<file path="src/rtl/vdt_pkg.sv">
// Package with constants and carriers for the vehicle detect trigger output block.
// How it works
// - Trigger modes pulse the detection output low for one microsecond, then high.
// - Trigger mode pulses either at vehicle exit or at detection, one variant.
// - Trailing variant pulses at second-beam exit, just before message 4.
// - Leading variant pulses at first-beam detection, just before message 1.
// - Leading variant adds two edge bytes to messages 1, 2 and 3.
// - Presence mode holds output low while a vehicle is in beam two.
// - Presence falling edge pairs with message 2, rising edge with message 4.
// - One pulse per vehicle; presence stays active while a vehicle remains in beam two.
// - Each beam declares detection after 8 consecutive object scan lines.
// - Scan lines arrive at 360 per second per beam as the timebase.
// - Each beam declares exit about one foot after the last detecting scan.
// - Exit scan count follows the speed table from 120 down to 2.
// - Leading or trailing variant is fixed at production, not field settable.
// - Trigger or presence mode change takes effect only after reset.
// - Thresholds are the same whichever output mode is selected.
// - Output mode comes from nonvolatile configuration loaded at startup.
package vdt_pkg;

   // ----------------------------------------------------------------------
   // Timing
   // ----------------------------------------------------------------------
   localparam int unsigned CLK_MHZ        = 125;
   localparam int unsigned PULSE_US       = 1;
   localparam int unsigned PULSE_CYC      = PULSE_US * CLK_MHZ;
   localparam int unsigned DET_SCANS      = 8;
   localparam int unsigned SCANS_PER_SEC  = 360;
   localparam int unsigned SCAN_CYC       = (CLK_MHZ * 1000000) / SCANS_PER_SEC;

   // ----------------------------------------------------------------------
   // Exit scan counts by speed class
   // ----------------------------------------------------------------------
   localparam logic [6:0] EXIT_MIN   = 7'h78;
   localparam logic [6:0] EXIT_20    = 7'h0C;
   localparam logic [6:0] EXIT_30    = 7'h08;
   localparam logic [6:0] EXIT_45    = 7'h05;
   localparam logic [6:0] EXIT_60    = 7'h04;
   localparam logic [6:0] EXIT_80    = 7'h03;
   localparam logic [6:0] EXIT_120   = 7'h02;

   typedef enum logic [2:0] {
      SPD_MIN = 3'b000,
      SPD_20  = 3'b001,
      SPD_30  = 3'b010,
      SPD_45  = 3'b011,
      SPD_60  = 3'b100,
      SPD_80  = 3'b101,
      SPD_120 = 3'b110
   } speed_e;

   typedef enum logic [1:0] {
      OUT_EXIT_TRIG  = 2'b00,
      OUT_DET_TRIG   = 2'b01,
      OUT_PRESENCE   = 2'b10
   } out_mode_e;

   localparam logic [2:0] MSG_DET1 = 3'h1;
   localparam logic [2:0] MSG_DET2 = 3'h2;
   localparam logic [2:0] MSG_EXIT1 = 3'h3;
   localparam logic [2:0] MSG_EXIT2 = 3'h4;

   // Per-beam scan sample.
   typedef struct packed {
      logic   scan;
      logic   object;
      speed_e speed;
   } beam_s;

   // Message request toward the framer.
   typedef struct packed {
      logic       valid;
      logic [2:0] number;
      logic       extra_bytes;
   } msg_s;

endpackage

</file>
<file path="src/rtl/vehicle_detect_trigger_output.sv">
// Beam qualification and detection output driver for the vehicle sensor.
`timescale 1ns/1ps
module vehicle_detect_trigger_output #(
   parameter int unsigned PULSE_CYCLES = vdt_pkg::PULSE_CYC
) (
   input  wire logic               sys_clk,
   input  wire logic               rst,
   input  wire logic               cfg_presence,
   input  wire logic               factory_leading,
   input  wire vdt_pkg::beam_s     beam1,
   input  wire vdt_pkg::beam_s     beam2,
   output logic                    detect_output_n,
   output vdt_pkg::msg_s           msg,
   output logic                    beam1_present,
   output logic                    beam2_present
);
   import vdt_pkg::*;

   // ----------------------------------------------------------------------
   // Functions
   // ----------------------------------------------------------------------
   function automatic logic [6:0] exit_scans(input speed_e s);
      unique case (s)
         SPD_MIN: exit_scans = EXIT_MIN;
         SPD_20:  exit_scans = EXIT_20;
         SPD_30:  exit_scans = EXIT_30;
         SPD_45:  exit_scans = EXIT_45;
         SPD_60:  exit_scans = EXIT_60;
         SPD_80:  exit_scans = EXIT_80;
         default: exit_scans = EXIT_120;
      endcase
   endfunction

   // ----------------------------------------------------------------------
   // Mode latch
   // ----------------------------------------------------------------------
   // Configuration is caught on the first edge after reset release and held.
   logic      mode_loaded_r;
   logic      mode_loaded_nxt;
   out_mode_e mode_r;
   out_mode_e mode_nxt;

   always_comb begin
      mode_loaded_nxt = 1'b1;
      mode_nxt        = mode_r;
      if (!mode_loaded_r) begin
         if (cfg_presence)
            mode_nxt = OUT_PRESENCE;
         else if (factory_leading)
            mode_nxt = OUT_DET_TRIG;
         else
            mode_nxt = OUT_EXIT_TRIG;
      end
   end

   always_ff @(posedge sys_clk or posedge rst) begin
      if (rst) begin
         mode_loaded_r <= 1'b0;
         mode_r        <= OUT_EXIT_TRIG;
      end else begin
         mode_loaded_r <= mode_loaded_nxt;
         mode_r        <= mode_nxt;
      end
   end

   // ----------------------------------------------------------------------
   // Beam qualification
   // ----------------------------------------------------------------------
   // Same thresholds in every output mode; the mode is never read here.
   logic [1:0] det_evt;
   logic [1:0] exit_evt;
   logic [1:0] present;
   beam_s      beams [2];
   assign beams[0] = beam1;
   assign beams[1] = beam2;

   for (genvar b = 0; b < 2; b++) begin : g_beam
      logic [3:0] hit_r;
      logic [3:0] hit_nxt;
      logic [6:0] miss_r;
      logic [6:0] miss_nxt;
      logic       pres_r;
      logic       pres_nxt;
      logic       det_c;
      logic       exit_c;

      always_comb begin
         hit_nxt  = hit_r;
         miss_nxt = miss_r;
         pres_nxt = pres_r;
         det_c    = 1'b0;
         exit_c   = 1'b0;
         if (beams[b].scan) begin
            if (beams[b].object) begin
               miss_nxt = '0;
               if (!pres_r) begin
                  hit_nxt = hit_r + 4'h1;
                  if (hit_nxt == 4'(DET_SCANS)) begin
                     det_c    = 1'b1;
                     pres_nxt = 1'b1;
                     hit_nxt  = '0;
                  end
               end
            end else begin
               hit_nxt = '0;
               if (pres_r) begin
                  miss_nxt = miss_r + 7'h01;
                  if (miss_nxt >= exit_scans(beams[b].speed)) begin
                     exit_c   = 1'b1;
                     pres_nxt = 1'b0;
                     miss_nxt = '0;
                  end
               end
            end
         end
      end

      always_ff @(posedge sys_clk or posedge rst) begin
         if (rst) begin
            hit_r  <= '0;
            miss_r <= '0;
            pres_r <= 1'b0;
         end else begin
            hit_r  <= hit_nxt;
            miss_r <= miss_nxt;
            pres_r <= pres_nxt;
         end
      end

      assign det_evt[b]  = det_c;
      assign exit_evt[b] = exit_c;
      assign present[b]  = pres_r;
   end

   assign beam1_present = present[0];
   assign beam2_present = present[1];

   // ----------------------------------------------------------------------
   // Output and message ordering
   // ----------------------------------------------------------------------
   logic [15:0] pulse_cnt_r;
   logic [15:0] pulse_cnt_nxt;
   logic        out_n_r;
   logic        out_n_nxt;
   msg_s        msg_r;
   msg_s        msg_nxt;
   logic        fire;
   logic        lead;

   assign lead = (mode_r == OUT_DET_TRIG);

   always_comb begin
      pulse_cnt_nxt = pulse_cnt_r;
      out_n_nxt     = out_n_r;
      msg_nxt       = '0;
      fire          = 1'b0;
      unique case (mode_r)
         OUT_EXIT_TRIG: fire = exit_evt[1];
         OUT_DET_TRIG:  fire = det_evt[0];
         default:       fire = 1'b0;
      endcase
      if (mode_r == OUT_PRESENCE) begin
         out_n_nxt = ~present[1];
         if (det_evt[1])
            out_n_nxt = 1'b0;
         if (exit_evt[1])
            out_n_nxt = 1'b1;
      end else if (pulse_cnt_r != '0) begin
         pulse_cnt_nxt = pulse_cnt_r - 16'h0001;
         if (pulse_cnt_r == 16'h0001)
            out_n_nxt = 1'b1;
      end else if (fire) begin
         pulse_cnt_nxt = 16'(PULSE_CYCLES);
         out_n_nxt     = 1'b0;
      end
      // The message request leaves on the same edge as the output change.
      // The framer sends it afterwards, so the pulse always comes first.
      if (det_evt[0]) begin
         msg_nxt = '{valid: 1'b1, number: MSG_DET1, extra_bytes: lead};
      end else if (det_evt[1]) begin
         msg_nxt = '{valid: 1'b1, number: MSG_DET2, extra_bytes: lead};
      end else if (exit_evt[0]) begin
         msg_nxt = '{valid: 1'b1, number: MSG_EXIT1, extra_bytes: lead};
      end else if (exit_evt[1]) begin
         msg_nxt = '{valid: 1'b1, number: MSG_EXIT2, extra_bytes: 1'b0};
      end
   end

   always_ff @(posedge sys_clk or posedge rst) begin
      if (rst) begin
         pulse_cnt_r <= '0;
         out_n_r     <= 1'b1;
         msg_r       <= '0;
      end else begin
         pulse_cnt_r <= pulse_cnt_nxt;
         out_n_r     <= out_n_nxt;
         msg_r       <= msg_nxt;
      end
   end

   assign detect_output_n = out_n_r;
   assign msg             = msg_r;
endmodule

</file>
<file path="config.mk">
export PLATFORM = sky130hd
export DESIGN_NAME = vehicle_detect_trigger_output
export DESIGN_NICKNAME = d
export VERILOG_FILES = /design/src/rtl/vdt_pkg.sv /design/src/rtl/vehicle_detect_trigger_output.sv
export SDC_FILE = /design/constraint.sdc
export NUM_CORES = 1
export LEC_CHECK = 0
export ABC_AREA = 1
export BUFFER_PORTS_ARGS = -buffer_cell sky130_fd_sc_hd__buf_2
export CORE_ASPECT_RATIO = 0.8
export CORE_MARGIN = 2
export CORE_UTILIZATION = 55
export CTS_CLUSTER_DIAMETER = 150
export DETAILED_ROUTE_END_ITERATION = 7
export PLACE_DENSITY = 0.73
export SLEW_MARGIN = 5
export SYNTH_ARGS = -nofsm -noshare
export SYNTH_HDL_FRONTEND = slang
export SYNTH_SLANG_ARGS = --single-unit
</file>
<file path="constraint.sdc">
create_clock -name sys_clk -period 4.4 [get_ports sys_clk]
set_input_delay 1.32 -clock sys_clk [delete_from_list [all_inputs] [get_ports sys_clk]]
set_output_delay 1.32 -clock sys_clk [all_outputs]
set_load 0.01 [all_outputs]
</file>
Word-level counts from Yosys, hierarchy flattened
Cells that the tools add are included.
W data, S select, Z words.
{"block": "totals", "regBits": 49, "inputBits": 14, "output_inout_bits": 8, "wordCells": 113}
{"block": "op_classes", "add_sub_neg": 5, "order_cmp": 2, "eq_ne": 18, "muxes": 59, "bitwise": 2, "reduce_logical": 14}
{"cell": "$mux W7", "count": 12}
{"cell": "$pmux W7 S6", "count": 2}
{"cell": "$mux W16", "count": 2}
{"cell": "$mux W1", "count": 31}
{"cell": "$mux W4", "count": 6}
{"cell": "$mux W5", "count": 4}
{"cell": "$eq A16 B1 Y1 const B", "count": 1}
{"cell": "$reduce_bool A16 Y1", "count": 1}
{"cell": "$sub A16 B1 Y16 const B", "count": 1}
{"cell": "$add A7 B1 Y7 const B", "count": 2}
{"cell": "$ge A7 B7 Y1", "count": 2}
{"cell": "$eq A3 B2 Y1 const B", "count": 4}
{"cell": "$eq A3 B3 Y1 const B", "count": 4}
{"cell": "$reduce_and A2 Y1", "count": 6}
{"cell": "$add A4 B1 Y4 const B", "count": 2}
{"cell": "$eq A4 B4 Y1 const B", "count": 2}
{"cell": "$eq A3 B1 Y1 const B", "count": 2}
{"cell": "$logic_not A3 Y1", "count": 2}
{"cell": "$reduce_bool A2 Y1", "count": 3}
{"cell": "$ne A2 B2 Y1 const B", "count": 2}
{"cell": "$ne A3 B2 Y1 const B", "count": 1}
{"cell": "$reduce_bool A3 Y1", "count": 1}
{"cell": "$eq A2 B1 Y1 const B", "count": 1}
{"cell": "$eq A2 B2 Y1 const B", "count": 1}
{"cell": "4 further kinds", "count": 5}

Depth between registers and ports, before layout
{"block": "depth", "ltp_word": 14, "ltp_mapped": 18, "mapped_depth_nobuf": 17}

Worst setup path before layout
OpenSTA, ideal clock, no wires.
{"block": "synth_path", "kind": "input to register", "from": "input port beam2[1] (netlist bit)", "to": "register pulse_cnt_r[3]", "arrival_ns": 2.731, "path_slack_ns": 1.553, "stages": 14, "cell_sequence": "o21ai_0 o21ai_0 ha_1 a21oi_1 nand2_1 nand2_1 nand2_1 nand3_1 nand2_2 inv_4 nand2_8 buf_12 nand2_2 nand2_2"}
{"block": "synth_via", "elab_chain_len": 13}
{"element": "start, declared", "line": "vehicle_detect_trigger_output.sv:11", "text": "input wire vdt_pkg::beam_s beam2,"}
{"element": "$eq A3 B3 Y1, or another cell as far along", "line": "vehicle_detect_trigger_output.sv:23", "text": "unique case (s)"}
{"element": "$pmux W7 S6 (*)", "line": "vehicle_detect_trigger_output.sv:23"}
{"element": "$mux W7 (*)", "line": "vehicle_detect_trigger_output.sv:106", "text": "if (pres_r) begin"}
{"element": "$mux W7 (*)", "line": "vehicle_detect_trigger_output.sv:94", "text": "if (beams[b].object) begin"}
{"element": "$mux W7 (*)", "line": "vehicle_detect_trigger_output.sv:93", "text": "if (beams[b].scan) begin"}
{"element": "$ge A7 B7 Y1 (*)", "line": "vehicle_detect_trigger_output.sv:108", "text": "if (miss_nxt >= exit_scans(beams[b].speed)) begin"}
{"element": "$mux W1 (*)", "line": "vehicle_detect_trigger_output.sv:108"}
{"element": "$mux W1 (*)", "line": "vehicle_detect_trigger_output.sv:106"}
{"element": "$mux W1 (*)", "line": "vehicle_detect_trigger_output.sv:94"}
{"element": "$mux W1 (*)", "line": "vehicle_detect_trigger_output.sv:93"}
{"element": "$pmux W1 S2 (*)", "line": "vehicle_detect_trigger_output.sv:157", "text": "unique case (mode_r)"}
{"element": "$reduce_bool A2 Y1 (no source line) (*)"}
{"element": "$reduce_and A2 Y1 (no source line) (*)"}
{"element": "end signal, assigned", "line": "vehicle_detect_trigger_output.sv:195", "text": "pulse_cnt_r <= pulse_cnt_nxt;"}
{"element": "end, declared", "line": "vehicle_detect_trigger_output.sv:141", "text": "logic [15:0] pulse_cnt_r;"}
Mark *: on every way between the ends. The rest lies on a longest branch, timed or not. The select of a mux whose other input is x is not followed.
A chain may end at the register's enable or synchronous reset.

Worst setup path after layout
{"block": "layout_path", "from": "input port beam2[1] (netlist bit)", "to": "register pulse_cnt_r[13]"}
Same word-level chain as after synthesis.

==> results.md <==
* Critical Path RT at 4.60 ns
* Skew final at ~0.011 ns
* Multi-input logic area at around 1800 um2
* Ports at 22
* Most frequent cells in the layout: nand2_1 (107), inv_1 (55), nor2_1 (50)
* Worst-path maximum fanout at 17
* Vias in the first global route at about 2700
* Unrepaired setup endpoints after global routing: no
* H-tree depth at 2
* Initial antenna violation count at 0
* Flop-to-flop setup slack at about 1.7 ns
* Number of hold violations in the final report at 0
* Post CTS Setup Buffer Count at 0
* Max-slew headroom at 0.317
* GRT Overall Usage at 0.226
* Max Cap Viol at 0
* Final min period at 2.95 ns
* Via/cell ratio at around 5.1
* Syn Nets at roughly 480
* Final core occ at 0.606
* Post-synthesis sequential area ratio at 0.373
* First-pass GRT wire length at approximately 12 mm
* First-pass iteration count of the detailed router at 4
* Critical path class: in -> reg
* Setup crit start kind: primary input
* Yosys Warn Count at 0
* Layout overhead on the synthesized area at 7.64%
* Most frequent CP cell: nand2_1
* Yosys reg bits at 49
* Endpoints failing setup at 0
* Slowest cell on crit path: ha_1
* Post_cts resized at 0
* Die height at 73.2 um
* Critical path, cell by cell: buf_2 -> o21ai_0 -> o21ai_0 -> ha_1 -> nand2_1 -> inv_1 -> nand2_1 -> nand2_1 -> nand2_1 -> nand2_1 -> nand3_1 -> nand2_2 -> inv_4 -> nand2_8 -> nand2_1 -> nand2_1
* 1st-iter DRT viols at around 130
* Core region area at around 5800 um2
* Initial Utilization at 0.563
* Static Leak at between 0.0015 and 0.002 uW
* Grt ovf at 0
* PD cells at roughly 450 nW/um2
* Final Cycle Share at 0.670
* Dpl hpwl at 5.11 mm
* Worst-margin pin slew at slightly above 1 ns
* Peak supply drop at between 0.2 and 0.25 mV
* Die width at slightly above 90 um
* Total number of vias at about 2800
* CTS tree: built
* Setup_tns at 0 ns
* Commonest non-fill, non-tap cell in the layout: nand2_1
* Num CTS Buffers at 5
* Pins Over Slew Limit at 0
* Largest net degree at the start of global routing at 50
* Avg Inst Size Synth at between 7 and 8 um2
* Cells after Synth at 440
* Mapped Area at between 3000 and 4000 um2
* Max Clock Freq at between 300 and 400 MHz
* Clock slew at reported path FFs at approximately 0.09 ns
* Hold Crit Class: reg -> reg
* Hold_buf cts at 0
* Status: finished, final reports clean
* # rows at 25
* Post-route ant nets at 0
* DRT Wirelength at slightly below 7 mm
* Antenna diodes at 0
* Final #Nets at 502
* Input/output buffers at 21
* CP Capture Type: register
* WP data arrival at roughly 3.1 ns
* Die area at between 6000 and 7000 um2
* Reg area at between 1000 and 1500 um2
* Clock tree buffer depth at 2
* RePlAce Congestion at ~0.9
* Crit-path max cell delay at about 0.31 ns
* WL per Instance at between 10 and 15 um
* Root Driver: clkbuf_8
* Worst-skew pair later-pin latency at between 0.3 and 0.4 ns
* Post-route DRC at 0
* # fillers at 543
* TritonCTS Sinks at between 40 and 50
* Ratio of cells with drive above 1 in the final layout at 0.131
* Yosys cell types at 32
==> state kept, by name, indices dropped and copies added, names as in the netlist <==
register / cells
mode_r: 2
beam2_present: 1
mode_loaded_r: 1
beam1_present: 1
detect_output_n: 1
g_beam.hit_r: 8
g_beam.miss_r: 14
msg: 5
pulse_cnt_r: 16
==> cell type report <==
type / count / area share
sequential: 49 / 0.346
clock buffer: 7 / 0.0215
timing repair buffer: 21 / 0.0297
clock inverter: 1 / 0.00141
inverter: 61 / 0.0653
multi-input combinational: 327 / 0.507
tap: 81 / 0.0286
==> logic make-up (layout without fill, tap and decap cells) <==
group | Yosys count | count (layout) | synth area share
and+or+nand+nor | 236 | 236 | 0.330
buffers and inverters | 64 | 90 | 0.0813
AOI/OAI and AO/OA | 49 | 49 | 0.0794
DFF | 49 | 49 | 0.373
adders and majority gates | 23 | 23 | 0.0874
xor gates and xnor gates | 18 | 18 | 0.0479
other | 1 | 1 | 0.00114
==> metal layers <==
metal / up-vias / track usage / wire length, um / share of wire
met3: 7 / 0.0382 / 309 / 0.046
li1: 1450 / - / - / -
met5: - / 0 / 0 / 0
met1: 1277 / 0.320 / 3460 / 0.51
met2: 49 / 0.359 / 2920 / 0.43
met4: 0 / 0.0684 / 74 / 0.011
==> stage by stage <==
step | cell area, um2 | hold WS (ns) | setup WS, ns | cells | power, uW
after detailed placement | 3460 | 0.473 | 1.12 | 539 | 1340
final | 3540 | 0.487 | 1.45 | 547 | 1600
after CTS | 3540 | 0.486 | 1.44 | 547 | 1610
after global routing | 3540 | 0.507 | 1.18 | 547 | 1750
after global placement | 3460 | 0.464 | 1.19 | 539 | 1310
after floorplan | 3290 | 0.447 | 1.55 | 440 | 1200
==> worst max-delay path: cells and delay by family <==
family	cells	cell delay (ns)
simple gates	10	0.76
compound gates	2	0.39
buf+inv	3	0.35
fa+ha+maj	1	0.31
==> synthesized netlist by cell type <==
| cell type | number | area [um2] |
|---|---|---|
| o22ai_1 | 2 | 12.5 |
| buf_12 | 1 | 20.0 |
| or2_2 | 4 | 25.0 |
| inv_4 | 1 | 6.26 |
| clkinv_1 | 1 | 3.75 |
| nor3_4 | 2 | 32.5 |
| buf_2 | 1 | 5.00 |
| nand2_1 | 107 | 402 |
| nor2_4 | 1 | 11.3 |
| xor2_1 | 15 | 131 |
| o21ai_0 | 29 | 145 |
| a21oi_1 | 14 | 70.1 |
| nor2_2 | 4 | 25.0 |
| ha_1 | 23 | 288 |
| o311ai_0 | 1 | 8.76 |
| nand3_1 | 40 | 200 |
| nor3_2 | 1 | 10.0 |
| xnor2_1 | 3 | 26.3 |
| dfstp_2 | 1 | 26.3 |
| a22o_1 | 2 | 17.5 |
| inv_1 | 56 | 210 |
| dfrtp_1 | 48 | 1200 |
| o21a_1 | 1 | 7.51 |
| nand2_8 | 2 | 40.0 |
| conb_1 | 1 | 3.75 |
| nand2_4 | 1 | 11.3 |
| buf_6 | 1 | 11.3 |
| nand4_1 | 5 | 31.3 |
| nor2_1 | 50 | 188 |
| nor3_1 | 6 | 30.0 |
| inv_2 | 3 | 11.3 |
| nand2_2 | 13 | 81.3 |
==> where the power goes <==
group | internal (uW) | switching (uW) | leakage [uW] | total (uW)
Combinational | 253 | 409 | 0.00123 | 661
Sequential | 549 | 130 | 0.000650 | 679
Clock | 112 | 150 | 0.0000422 | 262
Total | 914 | 688 | 0.00193 | 1600
==> path summary, 6_finish.rpt <==
path | from | end | cells past startpoint
setup / recovery | beam2[1] | pulse_cnt_r[13]$_DFFE_PP0P_ | 16
hold / removal | mode_loaded_r$_DFF_PP0_ | mode_r[1]$_DFFE_PP0N_ | 1
setup reg to reg | g_beam[1].miss_r[0]$_DFFE_PP0P_ | pulse_cnt_r[13]$_DFFE_PP0P_ | 17
hold reg to reg | mode_loaded_r$_DFF_PP0_ | mode_r[1]$_DFFE_PP0N_ | 1
max in group asynchronous | rst | g_beam[0].hit_r[1]$_DFFE_PP0P_ | 2
min in group asynchronous | rst | g_beam[1].hit_r[0]$_DFFE_PP0P_ | 2
Power figures use the tool's default switching activity.
